File: src/common/gpx_map.svh
// Register indices, field positions, reset values and bus codes of the GPIO expander port block.
// Assumes a 32-bit AXI4-Lite register bus with byte address equal to four times the register index.
//
// How it works
// RQ1 - Reset leaves all pins inputs with pull-down
// RQ2 - Direction, output level and pull-down select per pin
// RQ3 - Host masks interrupts of unused pins
// RQ4 - Host keeps unused input pins from floating
// RQ5 - Interrupt line released, pulled low on condition
// RQ6 - Enables reset masked; host unmasks input pins only
// RQ7 - Write data byte arrives most significant first
// RQ8 - Pins change only after data byte acknowledge
// RQ9 - Write configuration pulse applies value at acknowledge
// RQ10 - Read pulse captures input pins into sample
// RQ11 - Stable pin levels captured and returned on read
// RQ12 - Enabled pin mismatch versus sample pulls interrupt low
// RQ13 - Reading sample register releases the interrupt
// RQ14 - Interrupt follows live pins, not latched
// RQ15 - Any single enabled mismatching pin raises interrupt
// RQ16 - Host keeps last sample to find changes
// RQ17 - Internal power-on reset when reset pin high
// RQ18 - Sample register is read-only, writes ignored
// RQ19 - External reset pin low clears configuration
// RQ20 - Enable register bit n controls pin n
// RQ21 - Open-drain lines only drive low or release
// RQ22 - Pin inputs pass a two-stage synchroniser
`ifndef GPX_MAP_SVH
`define GPX_MAP_SVH

// ==========================================================================
// Register indices (byte address is four times the index)
`define GPX_IDX_RESET 6'h04
`define GPX_IDX_UNMASK 6'h08
`define GPX_IDX_SAMPLE 6'h10
`define GPX_IDX_OUT 6'h11
`define GPX_IDX_DIR 6'h12
`define GPX_IDX_PD 6'h13

// ==========================================================================
// Fields and reset values
`define GPX_RESET_BIT 7
`define GPX_CFG_INIT 8'h00
`define GPX_SAMPLE_INIT 8'h00

// ==========================================================================
// Bus answer codes
`define GPX_RESP_OKAY 2'h0
`define GPX_RESP_SLVERR 2'h2

`endif

File: src/common/gpx_pkg.sv
// Types shared by the GPIO expander port block.
// Assumes the constants of gpx_map.svh are included by each user.
package gpx_pkg;
    // ======================================================================
    // Data types
    typedef logic [7:0] gpx_byte_t;
    typedef logic [31:0] gpx_word_t;
    typedef logic [7:0] gpx_addr_t;
    // Register selected by a bus address
    typedef enum logic [2:0] {
        GPX_SEL_NONE,
        GPX_SEL_RESET,
        GPX_SEL_UNMASK,
        GPX_SEL_SAMPLE,
        GPX_SEL_OUT,
        GPX_SEL_DIR,
        GPX_SEL_PD
    } gpx_sel_e;
endpackage

File: src/rtl/gpx_sync.sv
// Two-stage level synchroniser for signals from outside the clock domain.
// Assumes inputs are levels that stay for several clock periods.
`timescale 1ns/1ps
module gpx_sync #(
    parameter int WIDTH = 8,
    parameter logic [WIDTH-1:0] INIT = '0
) (
    // Clock and reset
    input wire logic clk_i,
    input wire logic rst_n_i,
    // Levels
    input wire logic [WIDTH-1:0] async_i,
    output logic [WIDTH-1:0] sync_o
);
    logic [WIDTH-1:0] meta_reg;
    logic [WIDTH-1:0] sync_reg;

    // ======================================================================
    // First stage is read only by the second stage
    always_ff @(posedge clk_i or negedge rst_n_i) begin
        if (!rst_n_i) begin
            meta_reg <= INIT;
            sync_reg <= INIT;
        end else begin
            meta_reg <= async_i;
            sync_reg <= meta_reg;
        end
    end

    assign sync_o = sync_reg;
endmodule

File: src/rtl/gpx_port_irq.sv
// Port and interrupt logic of an eight-pin GPIO expander behind an AXI4-Lite slave.
// Assumes the bus master follows AXI4-Lite and pins settle outside the clock domain.
`timescale 1ns/1ps
`include "gpx_map.svh"
module gpx_port_irq
    import gpx_pkg::*;
(
    // Clock and power-on reset
    input wire logic SYS_CLK_I,
    input wire logic RST_N_I,
    // External reset pin
    input wire logic EXT_RST_N_I,
    // GPIO pins
    input wire logic [7:0] GPIO_I,
    output logic [7:0] GPIO_O,
    output logic [7:0] GPIO_OE_N_O,
    output logic [7:0] GPIO_PD_EN_O,
    // Open-drain interrupt line
    output logic IRQ_N_OUT_O,
    output logic IRQ_N_OUT_OE_N_O,
    // AXI4-Lite write address and data
    input wire logic [7:0] S_AXI_AWADDR_I,
    input wire logic S_AXI_AWVALID_I,
    output logic S_AXI_AWREADY_O,
    input wire logic [31:0] S_AXI_WDATA_I,
    input wire logic [3:0] S_AXI_WSTRB_I,
    input wire logic S_AXI_WVALID_I,
    output logic S_AXI_WREADY_O,
    // AXI4-Lite write response
    output logic [1:0] S_AXI_BRESP_O,
    output logic S_AXI_BVALID_O,
    input wire logic S_AXI_BREADY_I,
    // AXI4-Lite read
    input wire logic [7:0] S_AXI_ARADDR_I,
    input wire logic S_AXI_ARVALID_I,
    output logic S_AXI_ARREADY_O,
    output logic [31:0] S_AXI_RDATA_O,
    output logic [1:0] S_AXI_RRESP_O,
    output logic S_AXI_RVALID_O,
    input wire logic S_AXI_RREADY_I
);

    // ======================================================================
    // Declarations
    gpx_byte_t pin_sync;
    logic ext_rst_n;
    gpx_byte_t irq_unmask_reg;
    gpx_byte_t out_value_reg;
    gpx_byte_t dir_sel_reg;
    gpx_byte_t pulldown_off_reg;
    gpx_byte_t in_sample_reg;
    gpx_byte_t in_sample_next;
    gpx_byte_t cap_value;
    logic irq_out_reg;
    logic aw_held_reg;
    logic w_held_reg;
    gpx_addr_t awaddr_reg;
    gpx_byte_t wdata_reg;
    logic wstrb0_reg;
    logic bvalid_reg;
    logic [1:0] bresp_reg;
    logic rvalid_reg;
    logic [1:0] rresp_reg;
    gpx_byte_t rdata_reg;
    gpx_sel_e wr_sel;
    gpx_sel_e rd_sel;
    logic wr_fire;
    logic rd_fire;
    logic wr_pulse;
    logic rd_pulse;
    logic soft_reset;
    logic cfg_clear;
    gpx_byte_t mismatch;
    logic irq_cond;
    gpx_byte_t rd_byte;

    // ======================================================================
    // Input synchronisers
    // Pins and the reset pin are asynchronous to the core clock
    gpx_sync #(
        .WIDTH(8),
        .INIT(`GPX_SAMPLE_INIT)
    ) u_pin_sync (
        .clk_i(SYS_CLK_I),
        .rst_n_i(RST_N_I),
        .async_i(GPIO_I),
        .sync_o(pin_sync)
    ); // [RQ22]

    // Reset pin reads as asserted until two edges after power-on release
    gpx_sync #(
        .WIDTH(1),
        .INIT(1'b0)
    ) u_rst_sync (
        .clk_i(SYS_CLK_I),
        .rst_n_i(RST_N_I),
        .async_i(EXT_RST_N_I),
        .sync_o(ext_rst_n)
    );

    // ======================================================================
    // Address decode
    // Only the register index is decoded; byte offset bits are ignored
    assign wr_sel = (awaddr_reg[7:2] == `GPX_IDX_RESET) ? GPX_SEL_RESET :
                    (awaddr_reg[7:2] == `GPX_IDX_UNMASK) ? GPX_SEL_UNMASK :
                    (awaddr_reg[7:2] == `GPX_IDX_SAMPLE) ? GPX_SEL_SAMPLE :
                    (awaddr_reg[7:2] == `GPX_IDX_OUT) ? GPX_SEL_OUT :
                    (awaddr_reg[7:2] == `GPX_IDX_DIR) ? GPX_SEL_DIR :
                    (awaddr_reg[7:2] == `GPX_IDX_PD) ? GPX_SEL_PD : GPX_SEL_NONE;
    assign rd_sel = (S_AXI_ARADDR_I[7:2] == `GPX_IDX_RESET) ? GPX_SEL_RESET :
                    (S_AXI_ARADDR_I[7:2] == `GPX_IDX_UNMASK) ? GPX_SEL_UNMASK :
                    (S_AXI_ARADDR_I[7:2] == `GPX_IDX_SAMPLE) ? GPX_SEL_SAMPLE :
                    (S_AXI_ARADDR_I[7:2] == `GPX_IDX_OUT) ? GPX_SEL_OUT :
                    (S_AXI_ARADDR_I[7:2] == `GPX_IDX_DIR) ? GPX_SEL_DIR :
                    (S_AXI_ARADDR_I[7:2] == `GPX_IDX_PD) ? GPX_SEL_PD : GPX_SEL_NONE;

    // ======================================================================
    // Bus handshakes
    // A write fires once both halves are held and no response is pending
    assign S_AXI_AWREADY_O = !aw_held_reg && !bvalid_reg;
    assign S_AXI_WREADY_O = !w_held_reg && !bvalid_reg;
    assign wr_fire = aw_held_reg && w_held_reg && !bvalid_reg;
    assign S_AXI_ARREADY_O = !rvalid_reg;
    assign rd_fire = S_AXI_ARVALID_I && S_AXI_ARREADY_O;

    // Configuration pulses; the bus response stands in for the acknowledge
    // Writes are answered but not applied while the reset pin holds the block in power down
    assign wr_pulse = wr_fire && wstrb0_reg && ext_rst_n; // [RQ9] [RQ7]
    assign rd_pulse = rd_fire && (rd_sel == GPX_SEL_SAMPLE) && ext_rst_n; // [RQ10]
    assign soft_reset = wr_pulse && (wr_sel == GPX_SEL_RESET) && wdata_reg[`GPX_RESET_BIT];
    assign cfg_clear = !ext_rst_n || soft_reset; // [RQ19]

    // ======================================================================
    // Write address and data holding
    always_ff @(posedge SYS_CLK_I or negedge RST_N_I) begin
        if (!RST_N_I) begin
            aw_held_reg <= 1'b0;
            awaddr_reg <= 8'h00;
        end else if (S_AXI_AWVALID_I && S_AXI_AWREADY_O) begin
            aw_held_reg <= 1'b1;
            awaddr_reg <= S_AXI_AWADDR_I;
        end else if (wr_fire) begin
            aw_held_reg <= 1'b0;
        end
    end

    // Only byte lane 0 carries register data
    always_ff @(posedge SYS_CLK_I or negedge RST_N_I) begin
        if (!RST_N_I) begin
            w_held_reg <= 1'b0;
            wdata_reg <= 8'h00;
            wstrb0_reg <= 1'b0;
        end else if (S_AXI_WVALID_I && S_AXI_WREADY_O) begin
            w_held_reg <= 1'b1;
            wdata_reg <= S_AXI_WDATA_I[7:0];
            wstrb0_reg <= S_AXI_WSTRB_I[0];
        end else if (wr_fire) begin
            w_held_reg <= 1'b0;
        end
    end

    // Write response; unmapped indices answer with a slave error
    always_ff @(posedge SYS_CLK_I or negedge RST_N_I) begin
        if (!RST_N_I) begin
            bvalid_reg <= 1'b0;
            bresp_reg <= `GPX_RESP_OKAY;
        end else if (wr_fire) begin
            bvalid_reg <= 1'b1;
            bresp_reg <= (wr_sel == GPX_SEL_NONE) ? `GPX_RESP_SLVERR : `GPX_RESP_OKAY;
        end else if (S_AXI_BREADY_I) begin
            bvalid_reg <= 1'b0;
        end
    end

    assign S_AXI_BVALID_O = bvalid_reg;
    assign S_AXI_BRESP_O = bresp_reg;

    // ======================================================================
    // Configuration registers
    // All clear at power-on, reset pin low or a soft reset write
    always_ff @(posedge SYS_CLK_I or negedge RST_N_I) begin
        if (!RST_N_I) begin
            irq_unmask_reg <= `GPX_CFG_INIT; // [RQ6] [RQ17]
            out_value_reg <= `GPX_CFG_INIT;
            dir_sel_reg <= `GPX_CFG_INIT; // [RQ1]
            pulldown_off_reg <= `GPX_CFG_INIT; // [RQ1]
        end else if (cfg_clear) begin
            irq_unmask_reg <= `GPX_CFG_INIT; // [RQ19]
            out_value_reg <= `GPX_CFG_INIT;
            dir_sel_reg <= `GPX_CFG_INIT;
            pulldown_off_reg <= `GPX_CFG_INIT;
        end else if (wr_pulse) begin
            // New values reach the pins only at the configuration pulse
            if (wr_sel == GPX_SEL_UNMASK) irq_unmask_reg <= wdata_reg; // [RQ20] [RQ8]
            if (wr_sel == GPX_SEL_OUT) out_value_reg <= wdata_reg; // [RQ8]
            if (wr_sel == GPX_SEL_DIR) dir_sel_reg <= wdata_reg; // [RQ8]
            if (wr_sel == GPX_SEL_PD) pulldown_off_reg <= wdata_reg; // [RQ8]
        end
    end

    // ======================================================================
    // Input sample capture
    // Output-configured pins keep their last sampled bit
    generate
        for (genvar n = 0; n < 8; n++) begin : g_pin
            assign cap_value[n] = dir_sel_reg[n] ? in_sample_reg[n] : pin_sync[n]; // [RQ10]
            assign GPIO_OE_N_O[n] = ~dir_sel_reg[n]; // [RQ2] [RQ21]
            assign GPIO_PD_EN_O[n] = ~dir_sel_reg[n] & ~pulldown_off_reg[n]; // [RQ2]
            assign mismatch[n] = irq_unmask_reg[n] & (pin_sync[n] ^ in_sample_reg[n]); // [RQ12]
        end
    endgenerate

    // Soft reset leaves the sample alone; writes to it never land
    assign in_sample_next = !ext_rst_n ? `GPX_SAMPLE_INIT :
                            rd_pulse ? cap_value : in_sample_reg; // [RQ18] [RQ11]

    always_ff @(posedge SYS_CLK_I or negedge RST_N_I) begin
        if (!RST_N_I) begin
            in_sample_reg <= `GPX_SAMPLE_INIT; // [RQ12]
        end else begin
            in_sample_reg <= in_sample_next;
        end
    end

    // ======================================================================
    // Read channel
    // The sample read returns the value captured at this very edge
    assign rd_byte = (rd_sel == GPX_SEL_UNMASK) ? irq_unmask_reg :
                     (rd_sel == GPX_SEL_SAMPLE) ? in_sample_next :
                     (rd_sel == GPX_SEL_OUT) ? out_value_reg :
                     (rd_sel == GPX_SEL_DIR) ? dir_sel_reg :
                     (rd_sel == GPX_SEL_PD) ? pulldown_off_reg : 8'h00;

    always_ff @(posedge SYS_CLK_I or negedge RST_N_I) begin
        if (!RST_N_I) begin
            rvalid_reg <= 1'b0;
            rdata_reg <= 8'h00;
            rresp_reg <= `GPX_RESP_OKAY;
        end else if (rd_fire) begin
            rvalid_reg <= 1'b1;
            rdata_reg <= rd_byte; // [RQ11]
            rresp_reg <= (rd_sel == GPX_SEL_NONE) ? `GPX_RESP_SLVERR : `GPX_RESP_OKAY;
        end else if (S_AXI_RREADY_I) begin
            rvalid_reg <= 1'b0;
        end
    end

    assign S_AXI_RVALID_O = rvalid_reg;
    assign S_AXI_RRESP_O = rresp_reg;
    assign S_AXI_RDATA_O = {24'h000000, rdata_reg};

    // ======================================================================
    // Pin drive and interrupt
    // Output level comes straight from its register
    assign GPIO_O = out_value_reg; // [RQ2]

    // Live comparison, so the line releases if pins revert without a read
    assign irq_cond = |mismatch; // [RQ15] [RQ14]

    // Registered so the line is glitch free; adds one cycle of latency
    always_ff @(posedge SYS_CLK_I or negedge RST_N_I) begin
        if (!RST_N_I) begin
            irq_out_reg <= 1'b0; // [RQ5]
        end else begin
            irq_out_reg <= irq_cond; // [RQ12] [RQ13]
        end
    end

    // Open drain: the data is always low and only the enable moves
    assign IRQ_N_OUT_O = 1'b0; // [RQ21]
    assign IRQ_N_OUT_OE_N_O = ~irq_out_reg; // [RQ5]
endmodule

File: config.mk
export PLATFORM = sky130hd
export DESIGN_NAME = gpx_port_irq
export DESIGN_NICKNAME = d
export VERILOG_FILES = /design/src/common/gpx_pkg.sv /design/src/rtl/gpx_sync.sv /design/src/rtl/gpx_port_irq.sv
export VERILOG_INCLUDE_DIRS = /design/src /design/src/common
export SDC_FILE = /design/constraint.sdc
export NUM_CORES = 1
export LEC_CHECK = 0
export BUFFER_PORTS_ARGS = -buffer_cell sky130_fd_sc_hd__buf_2
export CAP_MARGIN = 25
export CORE_ASPECT_RATIO = 0.8
export CORE_MARGIN = 2
export CORE_UTILIZATION = 56
export CTS_CLUSTER_DIAMETER = 50
export DETAILED_ROUTE_END_ITERATION = 7
export PLACE_DENSITY = 0.95
export SETUP_SLACK_MARGIN = 0.05
export SYNTH_ARGS = -nofsm -noshare
export SYNTH_HDL_FRONTEND = slang
export SYNTH_SLANG_ARGS = --single-unit
File: constraint.sdc
create_clock -name SYS_CLK_I -period 2.8 [get_ports SYS_CLK_I]
set_input_delay 0.42 -clock SYS_CLK_I [delete_from_list [all_inputs] [get_ports SYS_CLK_I]]
set_output_delay 0.42 -clock SYS_CLK_I [all_outputs]
set_load 0.02 [all_outputs]
==> impl_metrics.csv, run 1 <==
group,metric,value,unit
run_status,status,"finished, final reports clean",
pwr,seq_power_share,49.2,%
final_layout,mostFrequentLayoutCells,"dfrtp_1 (88), buf_2 (75), nor2_1 (39)",
global_route,grt_max_degree,89,
worst_setup_path,critPathTopFamily,"simple AND/OR/NAND/NOR gates",
worst_setup_path,arrival,2.30,ns
pwr,p_clk_share,28.3,%
route,drt_wl_total,10.40,mm
synthesis,synth_top_family_by_area,"simple AND/OR/NAND/NOR gates",
die,die-area,8660,µm²
clock_tree,cts_hold_buffers,0,
final_layout,diodes,0,
route,wl_per_cell,17.83,µm
timing,fmax,486.5,MHz
route,routed_via_density,5.739,
worst_setup_path,crit_start,"awaddr_reg[7]",
die,fp.dieH,83.64,µm
clock_tree,post_cts_buffers,0,
timing,fin_crit_sh,73.41,%
die,initial_core_util,56.90,%
final_layout,syn2layout_area_growth,13.25,%
worst_setup_path,cp-start-kind,"flip-flop",
clock_tree,clk_path_buf_depth,2,
timing,setup-violations-final,0,
worst_setup_path,cp_slowest_stage_delay,0.61,ns
die,die_w,103.5,µm
final_layout,layout-drive-gt1-share,29.26,%
timing,final-hold-violation-count,0,
worst_setup_path,crit_buf_inv,0,
synthesis,syn_area,4439,µm²
pwr,power_leakage,2.399,nW
worst_setup_path,worstSetupPathType,"flip-flop to flip-flop",
die,io_pins,135,
global_route,grtUsageTotal,24.69,%
timing,setup_tns,0,ns
route,num_vias,3346,
clock_tree,clock_latency,0.36,ns
route,wl_met1,4.233,mm
clock_tree,tritoncts,"done",
hold_path,hp-class,"primary input to flip-flop",
synthesis,async_flop_share,100.0,%
synthesis,ys_seq_elements,88,
placement,dp_hpwl,7.235,mm
die,core,7801,µm²
hold_path,hold_path.startpoint,"EXT_RST_N_I",
placement,io_buffer_count,76,
pwr,ir_drop,0.5890,mV
timing,relSlewSlack,51.67,%
worst_setup_path,regToRegStartpoint,"awaddr_reg[7]",
worst_setup_path,worstPathRequired,3.04,ns
global_route,grt_pass1_vias,3277,
synthesis,netlist_instances,400,
global_route,overflow,0,
synthesis,synth_simple_gate_area_share,15.45,%
final_layout,final_common_cell,"dfrtp_1",
synthesis,synth-edff-count,0,
route,wl_met3,755,µm
timing,tightest_slew,0.7201,ns
clock_tree,numCtsBuffers,9,
global_route,antenna_found_initial,0,
clock_tree,h-tree-depth,3,
placement,place.gp.congestion,0.8962,
pwr,swShare,34.12,%
die,row_count,29,
route,first_pass_iters,6,
synthesis,synthAdderAreaFrac,0,%
timing,grt_setup_unrepaired,"no",
route,met2WireLength,5.214,mm
clock_tree,cts_resized,0,
timing,period_needed,2.055,ns
synthesis,ys.flop_type,"dfrtp_1",
synthesis,synth_warnings,0,
job,cap_violations,0,
worst_setup_path,end_kind,"flip-flop",
synthesis,muxShareOfSynthArea,13.98,%
placement,post-place-ws,0.6696,ns
route,dr.max_layer_used,"met4",
worst_setup_path,cp_max_fo,8,
synthesis,syn_area_per_cell,11.10,µm²
pwr,p_int,2.300,mW
synthesis,synth_xor_area_share,2.170,%
timing,fin_skew,0.008199,ns
route,ant_nets,0,
worst_setup_path,cp_cell_sequence,"nor4b_4 > nand4b_1 > mux2i_1 > nor2_1",
worst_setup_path,cp_slowest_cell,"nand4b_1",
clock_tree,path_clk_slew,0.09,ns
pwr,power_switching,1.191,mW
final_layout,nNetsFinal,538,
pwr,p_comb_share,22.5,%
synthesis,synth_compound_area_share,10.48,%
timing,drv_slew,0,
clock_tree,cts-root-buf,"clkbuf_8",
synthesis,yosysSeqAreaShare,49.61,%
pwr,p_per_area,694.5,nW/µm²
timing,layout_setup_ws,0.7446,ns
clock_tree,clock_sinks,88,
synthesis,yosysUniqueCellTypes,50,
global_route,grt_pass1_wl,16.74,mm
final_layout,nFillCells,596,
route,drtIter0Drc,372,
route,drc,0,
## per-layer routing
metal | vias up | track usage, %
met3 | 20 | 6.479
met5 | - | 0
met1 | 1654 | 31.95
met4 | 0 | 6.634
met2 | 170 | 41.66
li1 | 1502 | -
## cells in the mapped netlist (2+ instances only)
| cell type | n | area share, % |
|---|---|---|
| nand3_1 | 2 | 0.23 |
| inv_1 | 11 | 0.93 |
| o21ai_0 | 6 | 0.68 |
| buf_1 | 2 | 0.17 |
| buf_4 | 32 | 5.4 |
| mux2i_1 | 35 | 7.9 |
| or4b_4 | 2 | 0.62 |
| nand4_1 | 9 | 1.3 |
| o31ai_1 | 8 | 1.4 |
| nor2b_1 | 10 | 1.4 |
| o21ai_1 | 6 | 0.68 |
| xor2_1 | 10 | 2.0 |
| nor3_2 | 8 | 1.8 |
| a31oi_1 | 4 | 0.56 |
| dfrtp_1 | 88 | 50 |
| nor3b_1 | 5 | 0.85 |
| a32o_1 | 4 | 0.90 |
| mux2_2 | 24 | 6.1 |
| nand2_1 | 12 | 1.0 |
| a22oi_1 | 5 | 0.85 |
| buf_6 | 2 | 0.51 |
| buf_2 | 6 | 0.68 |
| clkbuf_1 | 5 | 0.42 |
| nor3_1 | 2 | 0.23 |
| nor4_2 | 4 | 1.1 |
| nor2_1 | 39 | 3.3 |
| nand2b_1 | 2 | 0.28 |
| a21oi_1 | 22 | 2.5 |
| and2_1 | 6 | 0.85 |
| a221oi_1 | 4 | 0.79 |
| o21a_1 | 3 | 0.51 |
| nor4b_1 | 2 | 0.39 |
| a21o_1 | 3 | 0.51 |
## power groups by stage
stage,combinational (mW),sequential [mW],clock [mW]
after detailed placement,0.764,1.73,0
after global placement,0.730,1.70,0
after CTS,0.772,1.70,0.998
after global routing,0.854,1.74,1.05
after floorplan,0.679,1.62,0
final,0.784,1.72,0.989
## worst paths after layout
kind                                   endpoint  cells past startpoint  slack (ns)
max                                   GPIO_O[1]                      4        0.74
min                         u_rst_sync.meta_reg                      1        0.16
max reg2reg                           GPIO_O[1]                      4        0.74
min reg2reg                u_pin_sync.sync_o[1]                      0        0.35
max in group asynchronous  u_pin_sync.sync_o[2]                      3        1.72
min in group asynchronous            wstrb0_reg                      2        0.47
## final cells by class
type / count / area [µm²] / share of cell area, %
Timing Repair Buffer: 81 / 442.9 / 8.810
Clock buffer: 10 / 137.6 / 2.738
Multi-Input combinational cell: 279 / 1978 / 39.35
Inverter: 11 / 41.29 / 0.8213
Sequential cell: 88 / 2202 / 43.80
Clock inverter: 6 / 90.09 / 1.792
Tap cell: 108 / 135.1 / 2.688
## cells by family (layout without fill, tap and decap cells)
family	after synthesis	after routing
buffers and inverters	59	108
DFF	88	88
muxes	59	59
and+or+nand+nor	112	112
other	1	27
AOI/OAI and AO/OA	70	70
xor gates and xnor gates	11	11
## stage by stage
| step | hold slack [ns] | area, µm² | power [mW] | instances | util, % |
|---|---|---|---|---|---|
| finish | 0.1598 | 5027 | 3.492 | 583 | 64.44 |
| global route | 0.1410 | 5027 | 3.646 | 583 | 64.44 |
| CTS | 0.1550 | 4990 | 3.475 | 581 | 63.96 |
| detailed placement | 0.3347 | 4762 | 2.492 | 565 | 61.04 |
| global placement | 0.3318 | 4762 | 2.432 | 565 | 61.04 |
| floorplan | 0.1244 | 4537 | 2.301 | 426 | - |
Note: power is estimated with default switching activity, not from simulation.
==> run 2, diff against run 1 <==
- CORE_UTILIZATION: 56 -> 52
- PLACE_DENSITY: 0.95 -> 0.92
- clock period: 2.8 -> 1.9 ns (I/O delays scaled with it)
==> run 2 against run 1 <==
  * Global-route usage shrank 0.43 points
  * Critical path depth did not move
  * Utilization fell by 2.2 points
  * Largest cell class unchanged
  * Sequential power up 47%
  * Fmax is 13% higher
  * Cell area increased by 3.7%
==> impl_metrics.csv, run 2 (synthesis results as in run 1) <==
group,metric,value,unit
run_status,status,"finished, final reports clean",
worst_setup_path,worstSetupPathType,"flip-flop to flip-flop",
route,first_pass_iters,5,
timing,fin_crit_sh,95.47,%
pwr,power,5.407,mW
worst_setup_path,cp_slowest_cell,"nor4b_4",
clock_tree,clk_path_buf_depth,2,
timing,setup-violations-final,0,
worst_setup_path,ff2ff_path_depth,4,
die,die_w,107.3,µm
global_route,grt_pass1_wl,17.15,mm
timing,holdWs,0.01866,ns
die,core,8371,µm²
timing,final-hold-violation-count,0,
worst_setup_path,cp_max_fo,8,
final_layout,syn2layout_area_growth,17.45,%
worst_setup_path,cp_cell_sequence,"nor4b_4 > o2111ai_4 > mux2i_1 > nor2_1",
timing,fmax,551.3,MHz
timing,relSlewSlack,65.28,%
clock_tree,h-tree-depth,3,
final_layout,nNetsFinal,551,
timing,drv_slew,0,
die,die-area,9296,µm²
worst_setup_path,critPathTopFamily,"simple AND/OR/NAND/NOR gates",
route,num_vias,3504,
die,io_pins,135,
worst_setup_path,path_depth,4,
global_route,overflow,0,
clock_tree,cts-root-buf,"clkbuf_8",
worst_setup_path,cp_slowest_stage_delay,0.49,ns
die,initial_core_util,53.03,%
timing,fin_skew,0.01489,ns
global_route,grtUsageTotal,24.25,%
die,fp.dieH,86.64,µm
global_route,grt_max_degree,89,
pwr,ir_drop,1.049,mV
die,row_count,30,
clock_tree,numCtsBuffers,9,
worst_setup_path,crit_buf_inv,0,
route,drc,0,
clock_tree,clock_latency,0.37,ns
placement,place.gp.congestion,0.9273,
final_layout,layout-drive-gt1-share,33.40,%
hold_path,min_path_cells,1,
clock_tree,clock_sinks,88,
worst_setup_path,cp-start-kind,"flip-flop",
route,drt_wl_total,10.97,mm
timing,grt_setup_unrepaired,"no",
worst_setup_path,arrival,2.07,ns
route,drtIter0Drc,400,
global_route,antenna_found_initial,0,
pwr,power_leakage,2.462,nW
global_route,grt_pass1_vias,3330,
final_layout,final_common_cell,"dfrtp_1",
placement,io_buffer_count,76,
job,cap_violations,0,
worst_setup_path,worstPathRequired,2.16,ns
clock_tree,path_clk_slew,0.09,ns
final_layout,diodes,0,
route,ant_nets,0,
route,routed_via_density,5.840,
clock_tree,tritoncts,"done",
timing,tightest_slew,0.5206,ns
hold_path,hp-class,"primary input to flip-flop",
pwr,p_per_area,1037,nW/µm²
worst_setup_path,end_kind,"flip-flop",
final_layout,mostFrequentLayoutCells,"dfrtp_1 (85), buf_2 (75), nor2_1 (39)",
timing,setup_tns,0,ns
clock_tree,post_cts_buffers,0,
route,wl_per_cell,18.29,µm
timing,period_needed,1.814,ns
placement,dp_hpwl,7.677,mm
run 2: cell count changes in the layout (fill, tap and decap cells not counted), sizes merged:
cell    previous run  this run
buf               80        93
bufinv             2         3
inv               13        12
run 2: layout make-up:
cell class / count / area, µm²
inverters: 11 / 41.29
fillers: 645 / 3157
repair buffers: 94 / 545.5
clock buffers: 10 / 127.6
well taps: 112 / 140.1
multi-input cells: 279 / 2038
clock inverters: 6 / 115.1
flip-flops and latches: 88 / 2206
run 2: worst paths after layout:
check | endpoint | startpoint | slack, ns
min in group asynchronous | wdata_reg[1] | RST_N_I | 0.47
max reg2reg | dir_sel_reg[2] | awaddr_reg[7] | 0.09
min reg2reg | u_pin_sync.sync_o[7] | u_pin_sync.meta_reg[7] | 0.35
min | u_pin_sync.meta_reg[5] | GPIO_I[5] | 0.02
max | dir_sel_reg[2] | awaddr_reg[7] | 0.09
max in group asynchronous | u_pin_sync.meta_reg[0] | RST_N_I | 1.04
run 2: stage by stage:
step	worst slack, ns	std cells	utilization (%)	area (µm²)
2_1_floorplan	0.1052	426	-	4537
3_3_place_gp	0.07069	583	58.51	4897
3_5_place_dp	0.04706	583	58.51	4897
4_1_cts	0.04199	600	61.72	5166
5_1_grt	0.03825	600	62.29	5214
6_report	0.08602	600	62.29	5214
run 2: report_power, final:
group	internal [mW]	leakage, nW	total [mW]	switching [mW]
combinational	0.551	1.21	1.32	0.767
clock	0.881	0.117	1.57	0.687
sequential	2.12	1.14	2.52	0.399
total	3.55	2.46	5.41	1.85
run 2: worst register-to-register path, cell delays in order (launching register included):
cell,delay (ns)
dfrtp_1,0.48
nor4b_4,0.49
o2111ai_4,0.37
mux2i_1,0.30
nor2_1,0.06
run 2: layer usage:
layer,share of wire (%),global-route usage [%],vias to the layer above
met5,0,0,-
met4,2.5,6.730,0
met3,9.3,6.767,31
met2,48,39.36,207
met1,40,32.27,1732
li1,-,-,1534
run 2: what timing repair did:
item,CTS,global route
setup endpoints to repair,5,32
pin swaps,0,1
hold buffers,1,0
hold endpoints to repair,88,0
gates resized for setup,2,13
